[src/shared/asr_defs.svh]
// constants for the converter status and calibration register access block
`ifndef ASR_DEFS_SVH
`define ASR_DEFS_SVH

// control word fields
`define ASR_CTL_PWR_HI      9
`define ASR_CTL_PWR_LO      8
`define ASR_CTL_RDSEL_HI    7
`define ASR_CTL_RDSEL_LO    6
`define ASR_CTL_RANGE       5
`define ASR_CTL_CONV        4
`define ASR_CTL_CALKIND     3
`define ASR_CTL_GROUP_HI    2
`define ASR_CTL_GROUP_LO    1
`define ASR_CTL_CALSTART    0

// status word fields
`define ASR_ST_ZERO_HI      15
`define ASR_ST_ZERO_LO      10
`define ASR_ST_ONE_HI       7
`define ASR_ST_ONE_LO       6
`define ASR_ST_BUSY         4

// read targets
`define ASR_RDSEL_DATA      2'h0
`define ASR_RDSEL_COEF      2'h2
`define ASR_RDSEL_STATUS    2'h3

// coefficient groups
`define ASR_GRP_ALL         2'h0
`define ASR_GRP_GAIN_OFS    2'h1
`define ASR_GRP_OFS         2'h2
`define ASR_GRP_GAIN        2'h3

// coefficient storage indices
`define ASR_IDX_GAIN        4'h0
`define ASR_IDX_OFS         4'h1
`define ASR_IDX_DAC0        4'h2
`define ASR_IDX_LAST        4'h9

// reset values
`define ASR_CTL_RESET       16'h0000
`define ASR_COEF_RESET      14'h0000

// timing
`define ASR_CLK_NS          40
`define ASR_CONV_NS         4000
`define ASR_CONV_CYC        ((`ASR_CONV_NS + `ASR_CLK_NS - 1) / `ASR_CLK_NS)
`define ASR_CAL_NS          40000
`define ASR_CAL_CYC         ((`ASR_CAL_NS + `ASR_CLK_NS - 1) / `ASR_CLK_NS)

`endif

[src/shared/asr_pkg.sv]
// types for the converter status and calibration register access block
package asr_pkg;

  typedef logic [15:0] asr_word_t;
  typedef logic [13:0] asr_coef_t;
  typedef logic [3:0]  asr_idx_t;

  typedef enum logic [1:0] {
    ASR_IDLE = 2'h0,
    ASR_CONV = 2'h1,
    ASR_CAL  = 2'h3
  } asr_state_e;

endpackage : asr_pkg

[src/rtl/asr_sync.sv]
// three-stage input synchroniser with agreement of the last two stages
`timescale 1ns/1ns
`default_nettype none

module asr_sync #(
  parameter int unsigned WIDTH = 1
) (
  input  wire logic             mclk,
  input  wire logic             sys_rst,
  input  wire logic [WIDTH-1:0] raw_in,
  output logic      [WIDTH-1:0] clean
);

  logic [WIDTH-1:0] stage1;
  logic [WIDTH-1:0] stage2;
  logic [WIDTH-1:0] stage3;
  logic [WIDTH-1:0] next_clean;

  always_comb
  begin
    next_clean = clean;
    for (int i = 0; i < WIDTH; i++)
    begin
      if (stage2[i] == stage3[i])
      begin
        next_clean[i] = stage3[i];
      end
    end
  end

  always_ff @(posedge mclk)
  begin
    if (sys_rst)
    begin
      stage1 <= '0;
      stage2 <= '0;
      stage3 <= '0;
      clean  <= '0;
    end
    else
    begin
      stage1 <= raw_in;
      stage2 <= stage1;
      stage3 <= stage2;
      clean  <= next_clean;
    end
  end

endmodule : asr_sync

`default_nettype wire

[src/rtl/asr_regs.sv]
// status word, control word and calibration coefficient access over the parallel port
// How it works
// - sixteen-bit status word is read only; coefficient writes never change it
// - control write with both read-select bits set makes reads return status
// - power-up clears every status state bit
// - status bits 15 to 10 always read zero
// - status bits 7 and 6 always read one
// - status bits 9 and 8 show the power setting
// - status bit 5 shows input range, zero unipolar, one bipolar
// - status bit 4 is one during conversion or calibration
// - status bit 3 shows calibration kind, zero self, one system
// - status bit 0 is one while a calibration runs
// - status bits 2 and 1 echo the coefficient group selection
// - ten coefficient registers, host read/write, updated by calibration
// - group 00 all ten, 01 gain then offset, 10 offset, 11 gain
// - pointer resets on group-setting control write and after sequence end
// - reset pointer is gain, except offset-only group which starts at offset
// - pointer advances after each full access; in byte mode after high byte
// - abandoned sequences are recovered by the next control write
// - coefficient reads return two leading zero bits
// - offset and gain hold fourteen data bits under two fixed zeros
// - control write without calibration start treats group bits as address
// - control bits 7 and 6 choose the read target
`timescale 1ns/1ns
`default_nettype none
`include "asr_defs.svh"

module asr_regs #(
  parameter int unsigned CONV_CYC = `ASR_CONV_CYC,
  parameter int unsigned CAL_CYC  = `ASR_CAL_CYC
) (
  input  wire logic        mclk,
  input  wire logic        sys_rst,
  input  wire logic        chip_select_n,
  input  wire logic        read_n,
  input  wire logic        write_n,
  input  wire logic        addr_ctl,
  input  wire logic        high_byte_select,
  input  wire logic        byte_mode,
  input  wire logic [15:0] data_in,
  input  wire logic [11:0] conv_result,
  input  wire logic [13:0] cal_coef_value,
  output logic      [15:0] data_out,
  output logic             data_oe,
  output logic             busy,
  output logic             cal_active
);

  // ****************************************************************
  // pin synchronisation
  // ****************************************************************
  logic [4:0] pins_clean;
  logic       rd_lvl;
  logic       wr_lvl;
  logic       hbs_lvl;
  logic       ctl_lvl;
  logic       byte_lvl;

  asr_sync #(
    .WIDTH (5)
  ) u_sync (
    .mclk    (mclk),
    .sys_rst (sys_rst),
    .raw_in  ({~(chip_select_n | read_n), ~(chip_select_n | write_n),
               high_byte_select, addr_ctl, byte_mode}),
    .clean   (pins_clean)
  );

  assign rd_lvl   = pins_clean[4];
  assign wr_lvl   = pins_clean[3];
  assign hbs_lvl  = pins_clean[2];
  assign ctl_lvl  = pins_clean[1];
  assign byte_lvl = pins_clean[0];

  logic rd_prev;
  logic wr_prev;
  logic rd_end;
  logic wr_end;

  // strobes act at their trailing edge, when data and byte select have settled
  assign rd_end = rd_prev & ~rd_lvl;
  assign wr_end = wr_prev & ~wr_lvl;

  // ****************************************************************
  // helpers
  // ****************************************************************
  function automatic asr_pkg::asr_idx_t first_idx(input logic [1:0] grp);
    first_idx = (grp == `ASR_GRP_OFS) ? `ASR_IDX_OFS : `ASR_IDX_GAIN;
  endfunction : first_idx

  function automatic logic is_last(input logic [1:0] grp, input asr_pkg::asr_idx_t idx);
    unique case (grp)
      `ASR_GRP_ALL:      is_last = (idx == `ASR_IDX_LAST);
      `ASR_GRP_GAIN_OFS: is_last = (idx == `ASR_IDX_OFS);
      default:           is_last = 1'b1;
    endcase
  endfunction : is_last

  // ****************************************************************
  // control, sequencing and coefficient state
  // ****************************************************************
  asr_pkg::asr_word_t  ctl;
  asr_pkg::asr_word_t  next_ctl;
  asr_pkg::asr_state_e state;
  asr_pkg::asr_state_e next_state;
  logic [15:0]         timer;
  logic [15:0]         next_timer;
  asr_pkg::asr_idx_t   ptr;
  asr_pkg::asr_idx_t   next_ptr;
  logic [7:0]          low_hold;
  logic [7:0]          next_low_hold;
  asr_pkg::asr_coef_t  coef      [10];
  asr_pkg::asr_coef_t  next_coef [10];
  logic [15:0]         next_data_out;
  logic                next_data_oe;
  logic                ctl_wr;
  logic                coef_wr;
  logic                coef_rd;
  logic                access_done;
  logic [15:0]         status_word;
  logic [15:0]         coef_word;

  assign ctl_wr  = wr_end & ctl_lvl;
  assign coef_wr = wr_end & ~ctl_lvl;
  assign coef_rd = rd_end & (ctl[`ASR_CTL_RDSEL_HI:`ASR_CTL_RDSEL_LO] == `ASR_RDSEL_COEF);

  // in byte mode only the high byte completes a register access
  assign access_done = (coef_wr | coef_rd) & (~byte_lvl | hbs_lvl);

  assign coef_word = {2'h0, coef[ptr]};

  always_comb
  begin
    status_word = 16'h0000;
    status_word[`ASR_CTL_PWR_HI:`ASR_CTL_PWR_LO] =
      ctl[`ASR_CTL_PWR_HI:`ASR_CTL_PWR_LO];
    status_word[`ASR_ST_ONE_HI:`ASR_ST_ONE_LO] = 2'h3;
    status_word[`ASR_CTL_RANGE]   = ctl[`ASR_CTL_RANGE];
    status_word[`ASR_ST_BUSY]     = (state != asr_pkg::ASR_IDLE);
    status_word[`ASR_CTL_CALKIND] = ctl[`ASR_CTL_CALKIND];
    status_word[`ASR_CTL_GROUP_HI:`ASR_CTL_GROUP_LO] =
      ctl[`ASR_CTL_GROUP_HI:`ASR_CTL_GROUP_LO];
    status_word[`ASR_CTL_CALSTART] = (state == asr_pkg::ASR_CAL);
  end

  always_comb
  begin
    next_ctl      = ctl;
    next_state    = state;
    next_timer    = timer;
    next_ptr      = ptr;
    next_low_hold = low_hold;
    next_coef     = coef;

    // conversion and calibration sequencing
    unique case (state)
      asr_pkg::ASR_IDLE:
      begin
        if (ctl_wr && data_in[`ASR_CTL_CALSTART])
        begin
          next_state = asr_pkg::ASR_CAL;
          next_timer = 16'(CAL_CYC);
        end
        else if (ctl_wr && data_in[`ASR_CTL_CONV])
        begin
          next_state = asr_pkg::ASR_CONV;
          next_timer = 16'(CONV_CYC);
        end
      end
      asr_pkg::ASR_CONV,
      asr_pkg::ASR_CAL:
      begin
        next_timer = timer - 16'h0001;
        if (timer == 16'h0001)
        begin
          next_state = asr_pkg::ASR_IDLE;
          next_ctl[`ASR_CTL_CONV]     = 1'b0;
          next_ctl[`ASR_CTL_CALSTART] = 1'b0;
          if (state == asr_pkg::ASR_CAL)
          begin
            // calibration refreshes the coefficients it covers
            unique case (ctl[`ASR_CTL_GROUP_HI:`ASR_CTL_GROUP_LO])
              `ASR_GRP_ALL:
                for (int i = 0; i < 10; i++)
                begin
                  next_coef[i] = cal_coef_value;
                end
              `ASR_GRP_GAIN_OFS:
              begin
                next_coef[`ASR_IDX_GAIN] = cal_coef_value;
                next_coef[`ASR_IDX_OFS]  = cal_coef_value;
              end
              `ASR_GRP_OFS:  next_coef[`ASR_IDX_OFS]  = cal_coef_value;
              `ASR_GRP_GAIN: next_coef[`ASR_IDX_GAIN] = cal_coef_value;
            endcase
          end
        end
      end
    endcase

    if (ctl_wr)
    begin
      // busy or start bits written while running are dropped; the running bits hold until the run ends
      next_ctl = data_in;
      // a run that ends in this same cycle still clears its start bit
      if (state != asr_pkg::ASR_IDLE)
      begin
        next_ctl[`ASR_CTL_CONV]     =
          (next_state != asr_pkg::ASR_IDLE) & ctl[`ASR_CTL_CONV];
        next_ctl[`ASR_CTL_CALSTART] =
          (next_state != asr_pkg::ASR_IDLE) & ctl[`ASR_CTL_CALSTART];
      end
      // every control write restarts the pointer, abandoning any sequence
      next_ptr = first_idx(data_in[`ASR_CTL_GROUP_HI:`ASR_CTL_GROUP_LO]);
    end
    else if (coef_wr && state == asr_pkg::ASR_IDLE)
    begin
      if (byte_lvl && !hbs_lvl)
      begin
        next_low_hold = data_in[7:0];
      end
      else if (byte_lvl)
      begin
        next_coef[ptr] = {data_in[5:0], low_hold};
      end
      else
      begin
        next_coef[ptr] = data_in[13:0];
      end
    end

    if (access_done && !ctl_wr)
    begin
      if (is_last(ctl[`ASR_CTL_GROUP_HI:`ASR_CTL_GROUP_LO], ptr))
      begin
        next_ptr = first_idx(ctl[`ASR_CTL_GROUP_HI:`ASR_CTL_GROUP_LO]);
      end
      else
      begin
        next_ptr = 4'(ptr + 4'h1);
      end
    end
  end

  // ****************************************************************
  // read data path
  // ****************************************************************
  always_comb
  begin
    next_data_oe  = rd_lvl;
    next_data_out = 16'h0000;
    if (rd_lvl)
    begin
      unique case (ctl[`ASR_CTL_RDSEL_HI:`ASR_CTL_RDSEL_LO])
        `ASR_RDSEL_STATUS: next_data_out = status_word;
        `ASR_RDSEL_COEF:   next_data_out = coef_word;
        default:           next_data_out = {4'h0, conv_result};
      endcase
      if (byte_lvl)
      begin
        next_data_out = hbs_lvl ? {8'h00, next_data_out[15:8]} : {8'h00, next_data_out[7:0]};
      end
    end
  end

  always_ff @(posedge mclk)
  begin
    if (sys_rst)
    begin
      ctl        <= `ASR_CTL_RESET;
      state      <= asr_pkg::ASR_IDLE;
      timer      <= 16'h0000;
      ptr        <= `ASR_IDX_GAIN;
      low_hold   <= 8'h00;
      coef       <= '{default: `ASR_COEF_RESET};
      rd_prev    <= 1'b0;
      wr_prev    <= 1'b0;
      data_out   <= 16'h0000;
      data_oe    <= 1'b0;
      busy       <= 1'b0;
      cal_active <= 1'b0;
    end
    else
    begin
      ctl        <= next_ctl;
      state      <= next_state;
      timer      <= next_timer;
      ptr        <= next_ptr;
      low_hold   <= next_low_hold;
      coef       <= next_coef;
      rd_prev    <= rd_lvl;
      wr_prev    <= wr_lvl;
      data_out   <= next_data_out;
      data_oe    <= next_data_oe;
      busy       <= (next_state != asr_pkg::ASR_IDLE);
      cal_active <= (next_state == asr_pkg::ASR_CAL);
    end
  end

endmodule : asr_regs

`default_nettype wire

[config.mk]
export PLATFORM = sky130hd
export DESIGN_NAME = asr_regs
export DESIGN_NICKNAME = d
export VERILOG_FILES = /design/src/shared/asr_pkg.sv /design/src/rtl/asr_sync.sv /design/src/rtl/asr_regs.sv
export VERILOG_INCLUDE_DIRS = /design/src /design/src/shared
export SDC_FILE = /design/constraint.sdc
export NUM_CORES = 1
export LEC_CHECK = 0
export ABC_AREA = 1
export BUFFER_PORTS_ARGS = -buffer_cell sky130_fd_sc_hd__buf_4
export CAP_MARGIN = 10
export CORE_AREA = 2 2 156 158
export CTS_BUF_LIST = sky130_fd_sc_hd__clkbuf_2
export CTS_CLUSTER_SIZE = 25
export DETAILED_ROUTE_END_ITERATION = 16
export DIE_AREA = 0 0 158 160
export PLACE_DENSITY = 0.72
export SLEW_MARGIN = 30
export SYNTH_ARGS = -nofsm -noshare
export SYNTH_HDL_FRONTEND = slang
export SYNTH_SLANG_ARGS = --single-unit
[constraint.sdc]
create_clock -name mclk -period 2.53 [get_ports mclk]
set_clock_uncertainty 0.15 [all_clocks]
set_input_delay 0.253 -clock mclk [delete_from_list [all_inputs] [get_ports mclk]]
set_output_delay 0.253 -clock mclk [all_outputs]
set_load 0.005 [all_outputs]
==> results.txt, run 1 <==
- Once the floorplan was initialized, standard cells occupied 53.9% of the core.
- The cell area that synthesis handed to floorplanning was 12,800 sq um.
- Total instance count after detailed placement: about 2,500
* Global-route wire length before repair: 67,200 microns
- RSZ-0062 raised after global routing: no
* Power spent charging and discharging nets: between 1.5 and 2 mW
- Counting instances, the worst hold path has a depth of 4.
- After legalization and detailed placement, the total HPWL measured 28,000 microns.
- The critical path goes through clkinv_1, buf_12, ha_1, nand4_1, clkinv_1, nand2_1, nand3_1, inv_1.
- Antenna violations before repair: 1
- Cell count after synthesis: 2,155
- Final net count: between 2,000 and 2,500
* Post-synthesis compound-gate area fraction: 16.8%
* Horiz. Die Dim: 158 microns
- Combinational logic burns about 6.4% of the power.
- Max-cap violations in this run came to 0.
* Clk slew on worst S/H paths: 0.14 ns
- Multiplexer area fraction after synthesis: 0%
- Clock latency on the worst-skew pair: 0.95 ns
- For this design the static power due to leakage is 7.71 nW.
* Worst slew slack as a fraction of its limit: 43.5%
- The synthesized netlist devotes 0.584% of its cell area to adder and majority cells.
- For this block, the routed nets add up to roughly 42,000 microns of wire.
* Avg Vias per Cell: 5.38
- Entering global routing, the biggest net connects 114 pins.
* Critical Path Sink Type: flip-flop
- The slowest stage of the critical path is the sky130_fd_sc_hd__dfxtp_2 cell.
- Int Pwr: 4.65 mW
* Number of buffers added for setup after CTS: 0
- Final Hold Violating Endpoints: 0
- In this run the register-to-register setup slack is around 0.14 ns.
- After routing, the total negative slack on setup checks comes to 0 ns.
- Asr flop ratio synth: 0%
* Commonest non-fill, non-tap cell in the layout: sky130_fd_sc_hd__nand2_1
* Routed length per instance: ~16 microns
- CP max FO: 30
* Share of synthesized area occupied by flip-flops and latches: 33.7%
- Maximum clock path buffer count: 3
* Avg Inst Size Synth: 5.96 sq um
- For met3 alone, demand over resource in global routing was 5.37%.
- In this run the clock root is driven by a sky130_fd_sc_hd__clkbuf_2.
- The count of nets left with antenna violations once routing finished came out at 0.
- After global routing, the most crowded layer is met2.
- Sequential group share of total power: 52.8%
* Kind of cell adding the most delay to the critical path: buffers and inverters
* Power density over the cells: 435 nW/um^2
* Initial drt markers: roughly 1,600
- Clock tree synthesis inserted a total of 59 buffers.
- F_max: 418 MHz
- Global-route usage over all layers: around 33%
- Pin slew with the least headroom to its limit: between 0.8 and 0.9 ns
- Signed area change from the synthesized netlist to the final layout: 15.6%
- TritonCTS built the clock tree.
- Number of top-level pins: 69
* Fill cell instance count of the final layout: 2,322
- Area of the core: 23,800 sq um
- In this design, the stage delay of the slowest critical-path cell is 0.56 ns.
- Sum of overflow across all layers after global routing: 0
- Clk pwr share: a little over 40%
- Ys flop type: sky130_fd_sc_hd__dfxtp_1
* Quantity of I/O buffers inserted on ports: 64
- Switching power share of the total: 28.0%
- Combinational family with the most area after synthesis: simple AND/OR/NAND/NOR gates
- The synthesized design contains 0 enable-type register cells.
* Maximum VDD drop: around 350 uV
- Critical Path Start Type: flip-flop
- Yosys warnings: 0
- At the end of routability-driven placement, the weighted congestion stood at 0.902.
- In this run the critical register-to-register path is captured at coef[102]$_SDFF_PP0_.
- Global routing usage on met1: between 40% and 50%
- For this run, global-route usage on met2 was measured as 53.8%.
- Fraction of layout cells with a size suffix above 1: between 10% and 20%
- The detailed router placed 14,214 vias in this run.
- The flow ran to the end, and the final reports show no timing, DRC or antenna violations.
* Endpoint of the worst hold-timing path: low_hold[2]$_SDFFE_PP0P_
- R2r startpoint: ptr[0]$_SDFFE_PP0P_
- The path class of the tightest hold or removal check is in2reg.
- The design draws 6.46 mW.
- Endpoint required time on the critical path: 3.17 ns
* Pre-antenna DRT Iters: 8
- After detailed routing, the number of remaining DRC violations is 0.
- Cell type with the highest occurrence count on the critical path: sky130_fd_sc_hd__clkinv_1
- The initialized floorplan defines 57 standard-cell rows.
- By startpoint and endpoint, the worst setup path is classified as reg2reg.
- Post-synthesis sequential element count: 216
* Non-filler instance count after layout: between 2,000 and 3,000
- The via count of the first global-routing pass is 12,925.
- The die is 160 microns tall.
* Post-synthesis share of cell area spent on xor and xnor gates: less than 1%
- Post-synthesis simple-gate area fraction: 34.5%
- Clock tree sinks: approximately 220
- Pins over their slew limit: 0
* Shortest clock period the worst path allows after layout: 2.39 ns
* Yosys cell types: 39
- Count of buffering cells on the critical path with inverters included: 4
* Hold path startpoint: data_in[2]
- After layout, the worst path uses between 90% and 100% of the clock period.
* Arrival time reported for the critical path endpoint: 3.03 ns
- Commonest cells after routing, fill and taps aside: sky130_fd_sc_hd__nand2_1 (750), sky130_fd_sc_hd__inv_1 (311), sky130_fd_sc_hd__o21ai_0 (264)
- The floorplan step defined a die boundary enclosing between 20,000 and 30,000 sq um.
- Number of setup violations in the final report: 0
* Number of levels in the clock H-tree: 2
* Reg2Reg Depth: 8
## synthesized netlist by cell type (5+ instances only)
master	number	area share, %
sky130_fd_sc_hd__a21oi_1	71	2.8
sky130_fd_sc_hd__a31oi_1	13	0.63
sky130_fd_sc_hd__buf_1	13	0.38
sky130_fd_sc_hd__buf_2	41	1.6
sky130_fd_sc_hd__buf_4	5	0.29
sky130_fd_sc_hd__buf_6	6	0.53
sky130_fd_sc_hd__clkbuf_1	59	1.7
sky130_fd_sc_hd__clkinv_1	6	0.18
sky130_fd_sc_hd__dfxtp_1	216	34
sky130_fd_sc_hd__ha_1	6	0.58
sky130_fd_sc_hd__inv_1	312	9.1
sky130_fd_sc_hd__nand2_1	750	22
sky130_fd_sc_hd__nand3_1	179	7.0
sky130_fd_sc_hd__nand3_2	5	0.39
sky130_fd_sc_hd__nand4_1	7	0.34
sky130_fd_sc_hd__nor2_1	100	2.9
sky130_fd_sc_hd__nor2_4	5	0.44
sky130_fd_sc_hd__nor3_1	6	0.23
sky130_fd_sc_hd__o211ai_1	34	2.0
sky130_fd_sc_hd__o21ai_0	266	10
sky130_fd_sc_hd__o21ai_1	10	0.39
sky130_fd_sc_hd__or2_2	8	0.39
sky130_fd_sc_hd__xor2_1	5	0.34
## layout make-up
type	count	area [sq um]	area share [%]
multi-input combinational	1492	6730	45.3
sequential	216	4330	29.1
timing repair buffer	182	1620	10.9
inverter	324	1220	8.21
tap	324	405	2.73
clock buffer	79	395	2.66
clock inverter	25	154	1.04
antenna	1	2.50	0.0168
## flip-flops by register name (all words and copies together) (netlist names)
signal	cells
coef	140
cal_active	1
wr_prev	1
rd_prev	1
u_sync.stage2	5
ptr	4
data_out	14
timer	16
ctl	8
u_sync.clean	5
u_sync.stage1	5
busy	1
state	2
u_sync.stage3	5
low_hold	8
## metrics by stage
stage	setup slack [ns]	util [%]	area, sq um	hold slack [ns]
2_1_floorplan	0.352	-	12800	0.174
3_3_place_gp	0.254	57.5	13700	0.240
3_5_place_dp	0.213	57.5	13700	0.244
4_1_cts	0.139	62.3	14800	0.000403
5_1_grt	0.0262	62.4	14900	0.0458
6_report	0.135	62.4	14900	0.0466
## power groups by stage
stage	Combinational, mW	Sequential [mW]	Clock (mW)
after floorplan	0.167	3.49	0
after global placement	0.321	3.49	0
after detailed placement	0.324	3.49	0
after CTS	0.398	3.41	2.67
after global routing	0.448	3.41	2.85
final	0.414	3.41	2.63
## worst max-delay path by stage
stage | depth (start not counted) | slack (ns) | startpoint | end
4_1_cts | 9 | 0.14 | state[0]$_SDFF_PP0_ | coef[54]$_SDFF_PP0_
2_1_floorplan | 11 | 0.35 | ptr[0]$_SDFFE_PP0P_ | coef[27]$_SDFF_PP0_
3_5_place_dp | 8 | 0.21 | ptr[0]$_SDFFE_PP0P_ | coef[107]$_SDFF_PP0_
5_1_grt | 8 | 0.03 | ptr[0]$_SDFFE_PP0P_ | coef[107]$_SDFF_PP0_
3_3_place_gp | 8 | 0.25 | ptr[0]$_SDFFE_PP0P_ | coef[12]$_SDFF_PP0_
6_report | 8 | 0.14 | ptr[0]$_SDFFE_PP0P_ | coef[102]$_SDFF_PP0_
## cell families after synthesis
logic type               after synthesis
other                                  1
XOR/XNOR                               6
adder cells (fa/ha/maj)                6
AND/OR/NAND/NOR                     1073
AO/OA/AOI/OAI                        405
flip-flops                           216
buffers and inverters                448
## timing repair
item,in CTS,in global routing
hold buffers,61,0
endpoints found under the setup margin,0,2
gates resized for setup,0,1
hold endpoints to repair,212,0
## routing by layer
layer	share of wire, %	up-vias
li1	-	7017
met3	9.2	116
met4	3.7	0
met5	0	-
met2	46	694
met1	41	6387
## worst register-to-register path, delay by kind of cell, from the launching register on
family	cells	cell delay, ns
buf+inv	4	0.90
simple gates	3	0.48
flops	1	0.56
fa+ha+maj	1	0.23
(Power assumes the default switching activity.)
==> run 2, diff against run 1 <==
--- a/config.mk
+++ b/config.mk
@@ -14,8 +14,10 @@
 export CTS_CLUSTER_SIZE = 25
 export DETAILED_ROUTE_END_ITERATION = 16
 export DIE_AREA = 0 0 158 160
+export MAX_ROUTING_LAYER = met4
 export PLACE_DENSITY = 0.72
 export SLEW_MARGIN = 30
 export SYNTH_ARGS = -nofsm -noshare
 export SYNTH_HDL_FRONTEND = slang
 export SYNTH_SLANG_ARGS = --single-unit
+export TNS_END_PERCENT = 10
==> run 2 against run 1 <==
Compared with the run above: critical path depth increased by 1; largest cell class unchanged; non-clock buffer count decreased by 2; sequential power about the same; sequential cell count stayed put; final cell count is 0.49% lower; global-route usage rose by 0.59 points.
==> results.txt, run 2 (synthesis results as in run 1) <==
- The critical path is of the reg2reg type.
- Sum of overflow across all layers after global routing: 0 (unchanged)
- The total power density per cell area was 420 nW/um^2 (-3.5%).
- The min-delay analysis places its worst path in the category in2reg.
- The maximum clock path buffer count was 3 (unchanged).
* Fraction of met2 tracks used by global routing: 51.8% (-2.0 points)
- Global-route wire length before repair: 66,100 microns (-1.7%)
- Critical Path Start Type: flip-flop
- Combinational power share: 6.6% (+0.2 points)
* CP max FO: 13 (-57%)
- Quantity of I/O buffers inserted on ports: 64 (unchanged)
- Global-route usage over all layers: 34.0% (+0.59 points)
- The number of core rows was 57 (unchanged).
- Max_cap viols: 0 (unchanged)
* RSZ-0062 raised after global routing: no
- The number of buffers created by CTS is 58 (-1.7%).
- The violation count after the first detailed-routing iteration came to 1,354 (-14%).
- Vias in the first global route: 12,743 (-1.4%)
* Top reg by flops: coef
- Number of top-level pins: 69 (unchanged)
* Final Hold Violating Endpoints: 0 (unchanged)
* Pre-antenna DRT Iters: 8 (unchanged)
- Switching power share of the total: 28.2% (+0.12 points)
- Number of cells on the worst hold path: 4 (unchanged)
* Area of the core: 23,800 sq um (unchanged)
- The initial core utilization is 53.9% (unchanged).
- The proportion of layout cells with a drive suffix above 1 is 10.5% (-0.11 points).
* Routed length per instance: 15.9 microns (-0.26%)
- TritonCTS built the clock tree.
* Die Y-Extent: 160 microns (unchanged)
- The largest registers in the layout are coef x140, timer x16, data_out x14.
* Fill cell instance count of the final layout: 2,267 (-2.4%)
- Number of buffers added for setup after CTS: 0 (unchanged)
- The maximum clock rate came to 407 MHz (-2.5%).
- The number of failing setup endpoints in the final timing report came to 0 (unchanged).
- The net total in the final layout was 2,328 (-0.13%).
- In this run the critical register-to-register path is launched from state[0]$_SDFF_PP0_.
- Pins over their slew limit: 0 (unchanged)
- The met3 routing resource usage after global routing came to 6.16% (+0.79 points).
* Endpoint of the worst hold-timing path: ctl[7]$_SDFFE_PP0N_
* Hold path startpoint: data_in[7]
- Horiz. Die Dim: 158 microns (unchanged)
- The final antenna-violating net count was 0 (unchanged).
* Commonest cells after routing, fill and taps aside: sky130_fd_sc_hd__nand2_1 (750), sky130_fd_sc_hd__inv_1 (311), sky130_fd_sc_hd__o21ai_0 (264)
- Leakage power summed over all cells: 7.66 nW (-0.60%)
- Root Driver: sky130_fd_sc_hd__clkbuf_2
- Pin slew with the least headroom to its limit: 0.851 ns (+0.00922 ns)
* Reg2Reg Depth: 9 (+1)
- Avg Vias per Cell: 5.32 (-1.1%)
* Gpl congestion: 0.930 (+3.1%)
* Arrival time reported for the critical path endpoint: 3.08 ns (+0.05 ns)
* Number of flip-flops in the largest register: 140 (unchanged)
* Shortest clock period the worst path allows after layout: 2.46 ns (+0.0607 ns)
* Worst slew slack as a fraction of its limit: 42.9% (-0.62 points)
- Final clock period utilization by the worst path: 97.0% (+2.4 points)
- Result of the run: completed
- The layer flagged by global routing as most heavily used is met2.
- From synthesis to final layout, the design area changed by 14.7%.
- The sum of routed wire length over all layers is 41,900 microns (-0.76%).
- Sequential group share of total power: 55.1% (+2.3 points)
* Maximum number of pins on one net before global-route repair: 93 (-18%)
* Worst setup timing slack at the placement stage: 0.232 ns (+0.0190 ns)
* Post-route worst setup slack: 0.0748 ns (-0.0607 ns)
- The clock net sink count was 216 (unchanged).
- Reg-to-reg critical path endpoint: coef[96]$_SDFF_PP0_
- Endpoint required time on the critical path: 3.16 ns (about the same)
- The number of antenna violations at the first check in global routing is 1 (unchanged).
- Number of levels in the clock H-tree: 2 (unchanged)
- Critical Path Sink Type: flip-flop
- Detailed placer's ending HPWL: 28,100 microns (+0.50%)
* Commonest non-fill, non-tap cell in the layout: sky130_fd_sc_hd__nand2_1
* Area enclosed by the die boundary: 25,300 sq um (unchanged)
- Int Pwr: 4.44 mW (-4.4%)
- The number of vias in the routed layout is 13,986 (-1.6%).
- The switching power of the nets is 1.74 mW (-3.8%).
- Clk pwr share: 38.2% (-2.6 points)
- The clock-pin slew on the worst setup and hold paths came to 0.10 ns (-0.04 ns).
- The worst reg-to-reg setup slack came to 0.07 ns (-0.06 ns).
- The insertion delay to the later sink of the worst-skew pair was 0.93 ns (-0.02 ns).
- The worst voltage drop across the vdd grid came to 329 uV (-6.1%).
- Post-route total power: 6.18 mW (-4.2%)
- Post-Route Setup TNS: 0 ns (unchanged)
* Number of DRC violations after detailed routing: 0 (unchanged)
- The met1 capacity usage during global routing is 44.0% (-0.60 points).
-- run 2: cell types whose count changed in the layout (fill, tap and decap cells not counted), moves of 2 or more --
cell,change
sky130_fd_sc_hd__buf_4,-3
sky130_fd_sc_hd__bufinv_16,-2
sky130_fd_sc_hd__clkbuf_2,+3
sky130_fd_sc_hd__clkinv_1,-12
sky130_fd_sc_hd__clkinv_2,-3
-- run 2: final cells by class --
class	instances	area [sq um]	area share [%]
sequential	216	4330	29.4
multi-input combinational	1492	6730	45.6
timing repair buffer	180	1600	10.8
antenna	2	5.00	0.0340
inverter	324	1220	8.28
tap	324	405	2.75
clock inverter	10	46.3	0.314
clock buffer	82	410	2.78
-- run 2: through the flow --
stage                     util [%]  instance area, sq um  cells  hold slack (ns)
after floorplan                  -                 12800   2156            0.174
after global placement        57.3                 13700   2475            0.239
after detailed placement      57.3                 13700   2475            0.242
after CTS                     61.9                 14700   2629           0.0166
after global routing          61.9                 14700   2629           0.0864
final                         61.9                 14700   2630           0.0666
-- run 2: worst max-delay path by stage --
stage	startpoint	end	slack [ns]
after floorplan	ptr[0]$_SDFFE_PP0P_	coef[27]$_SDFF_PP0_	0.35
after global placement	state[0]$_SDFF_PP0_	coef[26]$_SDFF_PP0_	0.29
after detailed placement	state[0]$_SDFF_PP0_	coef[68]$_SDFF_PP0_	0.23
after CTS	ptr[0]$_SDFFE_PP0P_	data_out[11]$_SDFF_PP0_	0.04
after global routing	state[0]$_SDFF_PP0_	coef[96]$_SDFF_PP0_	0.0004
final	state[0]$_SDFF_PP0_	coef[96]$_SDFF_PP0_	0.07
-- run 2: layer usage --
metal,vias up,share of wire [%]
met5,-,0
met1,6229,42
li1,6998,-
met3,126,9.1
met4,0,4.5
met2,633,45
-- run 2: worst max-delay path, cell delays in order (launching register included) --
cell and delay, ns:
sky130_fd_sc_hd__dfxtp_1 0.34, sky130_fd_sc_hd__buf_4 0.23, sky130_fd_sc_hd__nand2_1 0.16, sky130_fd_sc_hd__nor2_4 0.26, sky130_fd_sc_hd__nand4_1 0.32, sky130_fd_sc_hd__clkinv_2 0.21
sky130_fd_sc_hd__nand3_1 0.35, sky130_fd_sc_hd__nand3_1 0.17, sky130_fd_sc_hd__nand2_1 0.06, sky130_fd_sc_hd__inv_1 0.05
-- run 2: power groups by stage --
stage	logic (mW)	clock network (mW)	registers, mW
final	0.411	2.36	3.41
after global routing	0.446	2.57	3.41
after CTS	0.395	2.41	3.41
after detailed placement	0.323	0	3.49
after global placement	0.320	0	3.49
after floorplan	0.167	0	3.49
-- run 2: repair_timing --
| action | 4_1_cts | 5_1_grt |
|---|---|---|
| endpoints found under the hold margin | 210 | 0 |
| hold buffers | 62 | 0 |
| gates resized for setup | 0 | 1 |
| setup endpoints to repair | 0 | 2 |
